$ cat src/pkg/dynrc_pkg.sv
package dynrc_pkg;

  // ==========================================================
  // register map
  localparam logic [7:0]  IDX_ET   = 8'h44;
  localparam logic [7:0]  IDX_HOLD = 8'h45;
  localparam logic [7:0]  IDX_AD   = 8'h46;
  localparam logic [7:0]  IDX_STAT = 8'h47;
  localparam logic [31:0] A_ET     = {22'h0, IDX_ET, 2'h0};
  localparam logic [31:0] A_HOLD   = {22'h0, IDX_HOLD, 2'h0};
  localparam logic [31:0] A_AD     = {22'h0, IDX_AD, 2'h0};
  localparam logic [31:0] A_STAT   = {22'h0, IDX_STAT, 2'h0};

  // ==========================================================
  // fields, reset values, writable masks
  localparam int         ENL_BIT  = 6;
  localparam int         ENR_BIT  = 5;
  localparam int         THR_LSB  = 2;
  localparam int         HYS_LSB  = 0;
  localparam int         HOLD_LSB = 3;
  localparam int         ATK_LSB  = 4;
  localparam int         DEC_LSB  = 0;
  localparam logic [7:0] ET_RST   = 8'h0f;
  localparam logic [7:0] HOLD_RST = 8'h38;
  localparam logic [7:0] AD_RST   = 8'h00;
  localparam logic [7:0] ET_MASK  = 8'h7f;
  localparam logic [7:0] HOLD_MASK = 8'h78;

  // ==========================================================
  // datapath and timing constants
  localparam int          SW       = 16;
  localparam int          ATT_W    = 28;
  localparam int          FRAC     = 21;
  localparam logic [27:0] ATT_MAX  = 28'h6000000;
  localparam logic [27:0] ATT_ONE  = 28'h0000001;
  localparam logic [4:0]  ATK_SH   = 5'h17;
  localparam logic [4:0]  DEC_SH   = 5'h0f;
  localparam logic [4:0]  THR_DB0  = 5'h03;
  localparam int          HOLD_W   = 18;
  localparam logic [17:0] HOLD_BASE = 18'h00020;
  localparam logic [17:0] HOLD_UNIT = 18'h08000;
  localparam logic [3:0]  HOLD_LIN = 4'ha;
  localparam logic [1:0]  RESP_OK  = 2'h0;
  localparam logic [1:0]  RESP_ERR = 2'h2;

  typedef enum {PH_IDLE, PH_ATTACK, PH_HOLD, PH_DECAY} dynrc_phase_t;

  // full-scale linear magnitude for a level of -db
  function automatic logic [15:0] dynrc_lin(input logic [4:0] db);
    case (db)
      5'd3: dynrc_lin = 16'd23198;   5'd4: dynrc_lin = 16'd20675;
      5'd5: dynrc_lin = 16'd18427;   5'd6: dynrc_lin = 16'd16423;
      5'd7: dynrc_lin = 16'd14637;   5'd8: dynrc_lin = 16'd13045;
      5'd9: dynrc_lin = 16'd11627;   5'd10: dynrc_lin = 16'd10362;
      5'd11: dynrc_lin = 16'd9235;   5'd12: dynrc_lin = 16'd8231;
      5'd13: dynrc_lin = 16'd7336;   5'd14: dynrc_lin = 16'd6538;
      5'd15: dynrc_lin = 16'd5827;   5'd16: dynrc_lin = 16'd5193;
      5'd17: dynrc_lin = 16'd4629;   5'd18: dynrc_lin = 16'd4125;
      5'd19: dynrc_lin = 16'd3677;   5'd20: dynrc_lin = 16'd3277;
      5'd21: dynrc_lin = 16'd2920;   5'd22: dynrc_lin = 16'd2603;
      5'd23: dynrc_lin = 16'd2320;   5'd24: dynrc_lin = 16'd2068;
      5'd25: dynrc_lin = 16'd1843;   5'd26: dynrc_lin = 16'd1642;
      default: dynrc_lin = 16'd1464;
    endcase
  endfunction : dynrc_lin

  // hold length in word clocks, zero when disabled
  function automatic logic [17:0] dynrc_hold_len(input logic [3:0] code);
    if (code == 4'h0) begin
      dynrc_hold_len = 18'h0;
    end else if (code <= HOLD_LIN) begin
      dynrc_hold_len = HOLD_BASE << (code - 4'h1);
    end else begin
      dynrc_hold_len = 18'(HOLD_UNIT * 18'(code - HOLD_LIN));
    end
  endfunction : dynrc_hold_len

endpackage : dynrc_pkg

$ cat src/pkg/dynrc_chan_if.sv
`timescale 1ns/1ps
// one channel between gain control and gain application
interface dynrc_chan_if;
  logic                strobe;
  logic signed [15:0]  din;
  logic        [27:0]  atten;
  logic signed [15:0]  dout;
  logic                dout_valid;
  modport ctrl  (output strobe, din, atten, input dout, dout_valid);
  modport apply (input strobe, din, atten, output dout, dout_valid);
endinterface : dynrc_chan_if

$ cat src/rtl/dynrc_gain_apply.sv
`timescale 1ns/1ps
module dynrc_gain_apply (
  // clock and reset
  input wire logic     aclk,
  input wire logic     aresetn,
  // channel
  dynrc_chan_if.apply  ch
);
  import dynrc_pkg::*;

  logic        [5:0]  att_db;
  logic        [3:0]  shift;
  logic        [2:0]  sub_db;
  logic signed [16:0] mult;
  logic signed [32:0] prod;
  logic signed [15:0] out_reg;
  logic signed [15:0] out_next;
  logic               vld_reg;
  logic               vld_next;

  // ==========================================================
  // whole dB attenuation to shift plus fine multiplier
  always_comb begin
    att_db = ch.atten[FRAC+5:FRAC];
    shift  = 4'(att_db / 6'd6); // 48 dB needs a shift of 8
    sub_db = 3'(att_db % 6'd6);
    case (sub_db)
      3'h0:    mult = 17'sd32768;
      3'h1:    mult = 17'sd29205;
      3'h2:    mult = 17'sd26029;
      3'h3:    mult = 17'sd23198;
      3'h4:    mult = 17'sd20675;
      default: mult = 17'sd18427;
    endcase
    prod     = 33'(ch.din * mult) >>> (15 + shift);
    out_next = ch.strobe ? prod[15:0] : out_reg;
    vld_next = ch.strobe;
  end

  // output registers
  always_ff @(posedge aclk) begin
    if (!aresetn) begin
      out_reg <= 16'sh0000;
      vld_reg <= 1'b0;
    end else begin
      out_reg <= out_next;
      vld_reg <= vld_next;
    end
  end

  assign ch.dout       = out_reg;
  assign ch.dout_valid = vld_reg;

endmodule : dynrc_gain_apply

$ cat src/rtl/dynrc_top.sv
`timescale 1ns/1ps
module dynrc_top (
  // clock and reset
  input  wire logic        aclk,
  input  wire logic        aresetn,
  // axi4-lite write address and data
  input  wire logic [31:0] s_axi_awaddr,
  input  wire logic [2:0]  s_axi_awprot,
  input  wire logic        s_axi_awvalid,
  output logic             s_axi_awready,
  input  wire logic [31:0] s_axi_wdata,
  input  wire logic [3:0]  s_axi_wstrb,
  input  wire logic        s_axi_wvalid,
  output logic             s_axi_wready,
  // axi4-lite write response
  output logic [1:0]       s_axi_bresp,
  output logic             s_axi_bvalid,
  input  wire logic        s_axi_bready,
  // axi4-lite read
  input  wire logic [31:0] s_axi_araddr,
  input  wire logic [2:0]  s_axi_arprot,
  input  wire logic        s_axi_arvalid,
  output logic             s_axi_arready,
  output logic [31:0]      s_axi_rdata,
  output logic [1:0]       s_axi_rresp,
  output logic             s_axi_rvalid,
  input  wire logic        s_axi_rready,
  // playback samples in, one word clock per strobe
  input  wire logic        smp_valid,
  input  wire logic [15:0] smp_left,
  input  wire logic [15:0] smp_right,
  // compressed samples out
  output logic             out_valid,
  output logic [15:0]      out_left,
  output logic [15:0]      out_right
);
  import dynrc_pkg::*;

  // ==========================================================
  // register and bus state
  logic [7:0]  et_reg,     et_next;
  logic [7:0]  hold_reg,   hold_next;
  logic [7:0]  ad_reg,     ad_next;
  logic        awh_reg,    awh_next;
  logic [31:0] awa_reg,    awa_next;
  logic        wh_reg,     wh_next;
  logic [31:0] wd_reg,     wd_next;
  logic        ws_reg,     ws_next;
  logic        bv_reg,     bv_next;
  logic [1:0]  br_reg,     br_next;
  logic        rv_reg,     rv_next;
  logic [31:0] rd_reg,     rd_next;
  logic [1:0]  rr_reg,     rr_next;
  logic        aw_h;
  logic        w_h;
  logic [31:0] wa;
  logic [7:0]  wb;
  logic        wlane;

  // per-channel state
  logic [27:0]  att_reg   [2];
  logic [17:0]  hcnt_reg  [2];
  dynrc_phase_t ph_reg    [2];
  logic [15:0]  smp       [2];
  logic         ch_en     [2];

  // shared settings
  logic [3:0]  atk_code;
  logic [3:0]  dec_code;
  logic [17:0] hold_len;
  logic [15:0] thr_lin;
  logic [15:0] rel_lin;

  dynrc_chan_if ch[2] ();

  // ==========================================================
  // axi4-lite handshakes, one write and one read in flight
  assign s_axi_awready = !awh_reg && !bv_reg;
  assign s_axi_wready  = !wh_reg && !bv_reg;
  assign s_axi_arready = !rv_reg;
  assign s_axi_bvalid  = bv_reg;
  assign s_axi_bresp   = br_reg;
  assign s_axi_rvalid  = rv_reg;
  assign s_axi_rdata   = rd_reg;
  assign s_axi_rresp   = rr_reg;

  // write path: address and data in either order, then the store
  always_comb begin
    et_next   = et_reg;
    hold_next = hold_reg;
    ad_next   = ad_reg;
    awh_next  = awh_reg;
    awa_next  = awa_reg;
    wh_next   = wh_reg;
    wd_next   = wd_reg;
    ws_next   = ws_reg;
    bv_next   = bv_reg;
    br_next   = br_reg;
    if (s_axi_awvalid && s_axi_awready) begin
      awh_next = 1'b1;
      awa_next = s_axi_awaddr;
    end
    if (s_axi_wvalid && s_axi_wready) begin
      wh_next = 1'b1;
      wd_next = s_axi_wdata;
      ws_next = s_axi_wstrb[0];
    end
    aw_h  = awh_next;
    w_h   = wh_next;
    wa    = awa_next;
    wb    = wd_next[7:0];
    wlane = ws_next;
    if (bv_reg && s_axi_bready) begin
      bv_next = 1'b0;
    end
    if (aw_h && w_h && !bv_reg) begin
      awh_next = 1'b0;
      wh_next  = 1'b0;
      bv_next  = 1'b1;
      br_next  = RESP_OK;
      // reserved bits are held at zero whatever is written
      if (wa == A_ET) begin
        if (wlane) et_next = wb & ET_MASK;
      end else if (wa == A_HOLD) begin
        if (wlane) hold_next = wb & HOLD_MASK;
      end else if (wa == A_AD) begin
        if (wlane) ad_next = wb;
      end else if (wa == A_STAT) begin
        br_next = RESP_OK;
      end else begin
        br_next = RESP_ERR;
      end
    end
  end

  // read path
  always_comb begin
    rv_next = rv_reg;
    rd_next = rd_reg;
    rr_next = rr_reg;
    if (rv_reg && s_axi_rready) begin
      rv_next = 1'b0;
    end
    if (s_axi_arvalid && s_axi_arready) begin
      rv_next = 1'b1;
      rr_next = RESP_OK;
      if (s_axi_araddr == A_ET) begin
        rd_next = {24'h0, et_reg};
      end else if (s_axi_araddr == A_HOLD) begin
        rd_next = {24'h0, hold_reg};
      end else if (s_axi_araddr == A_AD) begin
        rd_next = {24'h0, ad_reg};
      end else if (s_axi_araddr == A_STAT) begin
        rd_next = {14'h0, ph_reg[1] == PH_ATTACK, ph_reg[0] == PH_ATTACK,
                   2'h0, att_reg[1][FRAC+5:FRAC], 2'h0, att_reg[0][FRAC+5:FRAC]};
      end else begin
        rd_next = 32'h0;
        rr_next = RESP_ERR;
      end
    end
  end

  // bus and control registers
  always_ff @(posedge aclk) begin
    if (!aresetn) begin
      et_reg   <= ET_RST;
      hold_reg <= HOLD_RST;
      ad_reg   <= AD_RST;
      awh_reg  <= 1'b0;
      awa_reg  <= 32'h0;
      wh_reg   <= 1'b0;
      wd_reg   <= 32'h0;
      ws_reg   <= 1'b0;
      bv_reg   <= 1'b0;
      br_reg   <= RESP_OK;
      rv_reg   <= 1'b0;
      rd_reg   <= 32'h0;
      rr_reg   <= RESP_OK;
    end else begin
      et_reg   <= et_next;
      hold_reg <= hold_next;
      ad_reg   <= ad_next;
      awh_reg  <= awh_next;
      awa_reg  <= awa_next;
      wh_reg   <= wh_next;
      wd_reg   <= wd_next;
      ws_reg   <= ws_next;
      bv_reg   <= bv_next;
      br_reg   <= br_next;
      rv_reg   <= rv_next;
      rd_reg   <= rd_next;
      rr_reg   <= rr_next;
    end
  end

  // ==========================================================
  // settings decoded from the control registers
  always_comb begin
    atk_code = ad_reg[ATK_LSB+3:ATK_LSB];
    dec_code = ad_reg[DEC_LSB+3:DEC_LSB];
    hold_len = dynrc_hold_len(hold_reg[HOLD_LSB+3:HOLD_LSB]);
    thr_lin  = dynrc_lin(5'(THR_DB0 + 5'h3 * et_reg[THR_LSB+2:THR_LSB]));
    rel_lin  = dynrc_lin(5'(THR_DB0 + 5'h3 * et_reg[THR_LSB+2:THR_LSB]
                            + et_reg[HYS_LSB+1:HYS_LSB]));
  end

  assign smp[0]   = smp_left;
  assign smp[1]   = smp_right;
  assign ch_en[0] = et_reg[ENL_BIT];
  assign ch_en[1] = et_reg[ENR_BIT];

  // ==========================================================
  // per-channel gain control and application
  for (genvar g = 0; g < 2; g++) begin : g_chan
    logic [16:0]  mag;
    logic         over;
    logic         under;
    logic [27:0]  atk_step;
    logic [27:0]  dec_step;
    logic [28:0]  sum;
    logic [27:0]  att_next;
    logic [17:0]  hcnt_next;
    dynrc_phase_t ph_next;

    // level check and gain step once per word clock
    always_comb begin
      mag       = smp[g][15] ? 17'(-$signed({smp[g][15], smp[g]})) : {1'b0, smp[g]};
      over      = mag > {1'b0, thr_lin};
      under     = mag < {1'b0, rel_lin};
      atk_step  = ATT_ONE << (ATK_SH - {1'b0, atk_code});
      dec_step  = ATT_ONE << (DEC_SH - {1'b0, dec_code});
      sum       = {1'b0, att_reg[g]} + {1'b0, atk_step};
      att_next  = att_reg[g];
      hcnt_next = hcnt_reg[g];
      ph_next   = ph_reg[g];
      if (!ch_en[g]) begin
        // bypass: unity gain, state cleared
        att_next  = 28'h0;
        hcnt_next = 18'h0;
        ph_next   = PH_IDLE;
      end else if (smp_valid) begin
        if (over) begin
          att_next  = (sum > {1'b0, ATT_MAX}) ? ATT_MAX : sum[27:0];
          hcnt_next = 18'h0;
          ph_next   = PH_ATTACK;
        end else if (under) begin
          case (ph_reg[g])
            PH_ATTACK: begin
              hcnt_next = hold_len;
              ph_next   = (hold_len == 18'h0) ? PH_DECAY : PH_HOLD;
            end
            PH_HOLD: begin
              hcnt_next = hcnt_reg[g] - 18'h1;
              if (hcnt_reg[g] <= 18'h1) ph_next = PH_DECAY;
            end
            PH_DECAY: begin
              if (att_reg[g] <= dec_step) begin
                att_next = 28'h0;
                ph_next  = PH_IDLE;
              end else begin
                att_next = att_reg[g] - dec_step;
              end
            end
            default: begin
              ph_next = PH_IDLE;
            end
          endcase
        end
      end
    end

    // channel state registers
    always_ff @(posedge aclk) begin
      if (!aresetn) begin
        att_reg[g]  <= 28'h0;
        hcnt_reg[g] <= 18'h0;
        ph_reg[g]   <= PH_IDLE;
      end else begin
        att_reg[g]  <= att_next;
        hcnt_reg[g] <= hcnt_next;
        ph_reg[g]   <= ph_next;
      end
    end

    // attenuation in force before this word's update
    assign ch[g].strobe = smp_valid;
    assign ch[g].din    = smp[g];
    assign ch[g].atten  = att_reg[g];

    dynrc_gain_apply u_apply (
      .aclk    (aclk),
      .aresetn (aresetn),
      .ch      (ch[g])
    );
  end

  // ==========================================================
  // outputs, registered inside the gain stages
  assign out_valid = ch[0].dout_valid;
  assign out_left  = ch[0].dout;
  assign out_right = ch[1].dout;

endmodule : dynrc_top

$ cat config.mk
export PLATFORM = sky130hd
export DESIGN_NAME = dynrc_top
export DESIGN_NICKNAME = d
export VERILOG_FILES = /design/src/pkg/dynrc_pkg.sv /design/src/pkg/dynrc_chan_if.sv /design/src/rtl/dynrc_gain_apply.sv /design/src/rtl/dynrc_top.sv
export SDC_FILE = /design/constraint.sdc
export NUM_CORES = 2
export LEC_CHECK = 0
export ABC_AREA = 1
export BUFFER_PORTS_ARGS = -buffer_cell sky130_fd_sc_hd__buf_2
export CAP_MARGIN = 10
export CORE_AREA = 2 2 251 253
export CTS_BUF_LIST = sky130_fd_sc_hd__clkbuf_16
export DETAILED_ROUTE_END_ITERATION = 8
export DIE_AREA = 0 0 253 255
export HOLD_SLACK_MARGIN = 0.03
export PLACE_DENSITY = 0.84
export SLEW_MARGIN = 25
export SYNTH_ARGS = -nofsm -noshare
export SYNTH_HDL_FRONTEND = slang
export SYNTH_SLANG_ARGS = --single-unit
export TNS_END_PERCENT = 10
$ cat constraint.sdc
create_clock -name aclk -period 8.8 [get_ports aclk]
set_input_delay 1.76 -clock aclk [delete_from_list [all_inputs] [get_ports aclk]]
set_output_delay 1.76 -clock aclk [all_outputs]
set_load 0.02 [all_outputs]
**Yosys cells after proc, flatten, opt, wreduce, memory -nomap -nowiden**

Memory sizes are Yosys's and may differ from the RTL's.
Cells that the tools add are included.

- Register bits after elaboration: 133
- Bits in writable memories: 156
- Memory bits (read-only): 960
- Input port bits: 146
- Memories kept: 5

- $add $sub $neg: 16
- $mul: 3
- Divide/modulo/power cells: 4
- Order comparisons: 11
- Equality and inequality tests: 24
- Shift operators: 5
- Mux-type cells: 74
- Bitwise gates (word level): 9
- Reductions and logical operators: 23

Memory list:

| name | words | bits a word | read ports | clocked after memory_dff | write ports | RTL line | RTL |
|---|---|---|---|---|---|---|---|
| (no name shown) | 32 | 15 | 1 | 0 | 0 | dynrc_pkg.sv:50 | `case (db)` |
| (no name shown) | 32 | 15 | 1 | 0 | 0 | dynrc_pkg.sv:50 |  |
| ph_reg | 2 | 32 | 2 | 0 | 2 | dynrc_top.sv:63 | `dynrc_phase_t ph_reg [2];` |
| att_reg | 2 | 28 | 2 | 0 | 2 | dynrc_top.sv:61 | `logic [27:0] att_reg [2];` |
| hcnt_reg | 2 | 18 | 2 | 0 | 2 | dynrc_top.sv:62 | `logic [17:0] hcnt_reg [2];` |

Operators with widths:

| kind | number |
|---|---|
| two-way mux 32 bit | 15 |
| two-way mux 28 bit | 16 |
| two-way mux 18 bit | 16 |
| equality test 32 x 9 -> 1 bit, second input constant | 8 |
| equality test 32 x 2 -> 1 bit, second input constant | 6 |
| case mux 32 bit (3 select lines) | 2 |
| case mux 16 bit (5 select lines) | 2 |
| case mux 18 bit (2 select lines) | 2 |
| multiplier 16 x 17 -> 33 bit | 2 |
| >>> shifter 33 x 32 -> 16 bit | 2 |
| equality test 32 x 1 -> 1 bit, second input constant | 2 |
| adder 28 x 28 -> 29 bit | 2 |
| > comparator 29 x 27 -> 1 bit, second input constant | 2 |
| <= comparator 28 bit | 2 |
| left shift 1 x 5 -> 28 bit, first input constant | 2 |
| subtractor 28 bit | 2 |
| <= comparator 18 x 1 -> 1 bit, second input constant | 2 |
| subtractor 18 x 1 -> 18 bit, second input constant | 2 |
| > comparator 17 x 16 -> 1 bit | 2 |
| < comparator 17 x 16 -> 1 bit | 2 |
| two-way mux 17 bit | 2 |
| negator 16 -> 17 bit | 2 |
| zero test 18 bit | 1 |
| left shift 6 x 4 -> 18 bit, first input constant | 1 |
| other kinds (28) | 72 |

**Longest topological paths before layout**

- Depth after elaboration: 12
- Depth in mapped cells: 54
- Depth with buffers taken out: 53

**Hierarchy**

From an unflattened synthesis, not the netlist that was laid out.

- Cells, all modules: 6,562
- Area total of the unflattened synthesis: 42,255.5 µm²

By module, submodules not included:

| module | instances | cells an instance | area an instance (µm²) | seq. area each (µm²) |
|---|---|---|---|---|
| dynrc_top | 1 | 3,053 | 18,595.3 | 3,563.4 |
| dynrc_gain_apply (g_chan[0].u_apply) | 1 | 1,845 | 12,196.7 | 340.3 |
| dynrc_gain_apply (g_chan[1].u_apply) | 1 | 1,664 | 11,463.5 | 340.3 |

**Least setup slack after synthesis**

No wires, ideal clock.

- Path type: reg-to-reg
- Start: mem att_reg[0][25]
- End: reg g_chan[0].u_apply.out_reg[11]
- Library setup time: 56 ps
- Arrival time: 7,892 ps
- Setup slack: 853 ps
- Cell stages (with the launch flop): 50
- Path buffers: 0
- Period minus slack after synthesis: 7,947 ps
- Cells stage by stage: dfxtp_1 inv_1 ha_1 inv_1 nand2_1 nand2_1 nand3_1 nand2_1 o21bai_1 nand3_1 nand3_2 nand2_1 nand2_1 inv_2 nor2_1 inv_1 nand2_1 inv_2 [... 14 more ...] ha_1 nand2_1 nor2_1 nand3_1 nand3_1 nand2_1 nand2_1 nand3_1 nand2_1 xor2_1 o21ai_0 o21ai_0 o21ai_0 o21ai_0 nand2_1 nand3_1 nand2_1 inv_1

RTL lines:

| item | RTL line | RTL |
|---|---|---|
| from (decl) | dynrc_top.sv:61 |  |
| to (signal assigned) | dynrc_gain_apply.sv:46 | `out_reg <= out_next;` |
| to (decl) | dynrc_gain_apply.sv:16 | `logic signed [15:0] out_reg;` |

==> flow_summary.toml <==
[outcome]
status = "finished clean"

[final_layout]
drive_gt1_frac = 0.109
fin_area_sq_um = 43500
final_nets = 6947
stdcell_count = 6801
largest_reg_flops = 56
nFillCells = 5370
syn_to_final_growth_pct = 9.36

[power_and_ir_drop]
intPower_mw = 2.05
p_comb_frac = 0.370
netSwitchingPower_mw = 1.29
finalPower_mw = 3.34
p_seq_frac = 0.306
p_sw_frac = 0.387
p_leak_nw = 22.6
pwr_density_cell_nw_per_um2 = 76.8
pwr-share-clk = 0.325
ir_drop_v = 0.000143

[floorplan]
die_area_sq_um = 64500
die_w_um = 253
rows = 92
start_util = 0.640
die_h_um = 255
core_sq_um = 62200
io_pins = 220

[clock_tree]
cts_tree = "done"
cts_root_buf = "clkbuf_16"
cts.sinks = 211
clock_latency_ns = 0.58
postCtsHoldBufs = 0
clkTransAtPathRegs_ns = 0.06
numCtsBuffers = 26
clockBufferDepth = 3
cts_max_level = 1

[yosys]
ys_warn_count = 0
syn_inst = 5783
synth_edf_count = 0
synth_cell_types = 74
synth_area_sq_um = 39800
ys_seq_elements = 211
ys_seq_area_frac = 0.106
synthFlopType = "dfxtp_1"
synth.area.top_cells = "fa_1 20%, ha_1 13%, dfxtp_1 11%"
synth_area_leader_cell = "fa_1"
yosysMostFrequentCell = "nand2_1"
async_reset_ff_frac = 0
syn_area_per_cell_sq_um = 6.88
yosys-top-cells-count = "984 x nand2_1, 948 x inv_1, 680 x nor2_1"
netlist.area_leader.share = 0.198

[critical_path]
r2r_end = "g_chan[1].u_apply.ch.dout[10]"
crit_buf_inv = 9
ff2ff_setup_slack_ns = 0.38
rr_worst_depth = 50
cpLargestDelayFamily = "adder cells"
max_stage_delay_ns = 0.56
required_ns = 9.30
cp_max_fo = 9
r2r_start = "att_reg[1][24]"
critPathSlowestCell = "fa_1"
cp_common_cell = "nand2_1"
arrival_ns = 8.93
startpoint_type = "flip-flop"
path_class = "flip-flop to flip-flop"
crit_cells = 50
critical_path.endpoint = "g_chan[1].u_apply.ch.dout[10]"
crit_start = "att_reg[1][24]"
cp-end-kind = "flip-flop"

[sta]
relSlewSlack = 0.323
max_freq_mhz = 119
worst_clock_skew_ns = 0.0289
tns_ns = 0
rsz0062_at_grt = "true"
period_minus_slack_ns = 8.42
worst_pin_slew_ns = 1.01
slew_violations = 0
layout_setup_ws_ns = 0.377
finalHoldViolCount = 0
setup_viol = 0
min_period_over_period = 0.957

[global_routing]
grt_overflow = 0
grt_pass1_wl_um = 193000
grt_usage = 0.373
antenna_found_initial = 5
grt_pass1_vias = 38000
grt_max_degree = 61

[detailed_routing]
drc = 0
drtIter0Drc = 4021
routed_via_density = 5.88
drtAntennaViolNets = 0
wl_per_cell_um = 18.0
drtPass1Iterations = 7
vias = 40000
finalWirelength_um = 122000

[placement]
dpl.cell_count = 6736
preCtsSetupSlack_ns = -0.131
placed_area_sq_um = 42000
place_hpwl_um = 99100
numPortBuffers = 168
place.gp.congestion = 1.06

[min_path]
hold_class = "flip-flop to flip-flop"

[job]
timing.max_cap.violations = 0
## per-layer routing
layer	up-vias	global-route usage	share of wire
met4	2	0.180	0.056
li1	19000	-	-
met1	18600	0.485	0.40
met5	-	0	0.000090
met2	2014	0.603	0.45
met3	427	0.0659	0.091
## tightest hold or removal path, stage by stage, from the launching register on
cell and delay (ns):
dfxtp_1 0.30, nand2_1 0.06, a21oi_1 0.06
## power by group through the flow
stage | registers, mW | logic (mW) | clock network, mW
after detailed placement | 1.04 | 1.16 | 0
after global placement | 1.04 | 1.14 | 0
after CTS | 1.02 | 1.17 | 1.09
after floorplan | 1.06 | 0.805 | 0
final | 1.02 | 1.24 | 1.09
after global routing | 1.02 | 1.37 | 1.12
## what timing repair did
action | 4_1_cts | 5_1_grt
gates cloned | 0 | 1
pin swaps | 0 | 27
setup buffers | 0 | 13
endpoints found under the hold margin | 0 | 0
resized for setup | 6 | 176
endpoints found under the setup margin | 7 | 32
## how the worst min path moves through the flow
stage | from | to | cells past startpoint | slack, ns
2_1_floorplan | hcnt_reg[1][15] | hcnt_reg[1][15] | 2 | 0.44
6_report | s_axi_rdata[13] | s_axi_rdata[13] | 2 | 0.47
5_1_grt | s_axi_rdata[7] | s_axi_rdata[7] | 2 | 0.49
4_1_cts | s_axi_rdata[7] | s_axi_rdata[7] | 2 | 0.47
3_5_place_dp | s_axi_rdata[4] | s_axi_rdata[4] | 2 | 0.46
3_3_place_gp | s_axi_rdata[10] | s_axi_rdata[10] | 2 | 0.45
## cell usage in the layout (no fill, tap or decap), types with 34 or more instances in the layout
cell      Yosys  final
buf_4        24    161
dfxtp_1     211    207
o21ai_1      31     55
nor2_1      680    654
inv_1       948    947
nor3_1       74     70
nand2_1     984    970
conb_1        1     44
inv_2        34     37
nor4_1       36     34
mux2i_1      34     34
fa_1        393    386
xnor2_1      47     45
xor2_1      137    130
nor2_2       15     36
nand4_1      74     74
a21oi_1     362    350
nand3_1     430    418
o21ai_0     308    278
buf_2        50    168
o211ai_1     34     34
ha_1        429    416
a31oi_1      38     36
## final cells by class
cell class / instances / area (sq um) / area share
Timing Repair Buffer: 335 / 2140 / 0.0491
Inverter: 1000 / 3770 / 0.0867
Clock buffer: 26 / 651 / 0.0149
Tap cell: 799 / 1000 / 0.0230
Clock inverter: 21 / 188 / 0.00431
Multi-Input combinational cell: 4405 / 31500 / 0.724
Antenna cell: 4 / 10.0 / 0.000230
Sequential cell: 211 / 4230 / 0.0973
## cells by family after synthesis
kind of cell / synth area share
buffers and inverters: 0.120
AO/OA/AOI/OAI: 0.132
flip-flops: 0.106
adder cells (fa/ha/maj): 0.333
AND/OR/NAND/NOR: 0.258
other: 0.0000942
multiplexers: 0.00855
XOR/XNOR: 0.0428
## through the flow
step	hold slack [ns]	utilization
floorplan	0.444	-
global placement	0.453	0.675
detailed placement	0.456	0.675
CTS	0.466	0.689
global route	0.491	0.700
finish	0.470	0.700
Note: power is estimated with default switching activity, not from simulation.
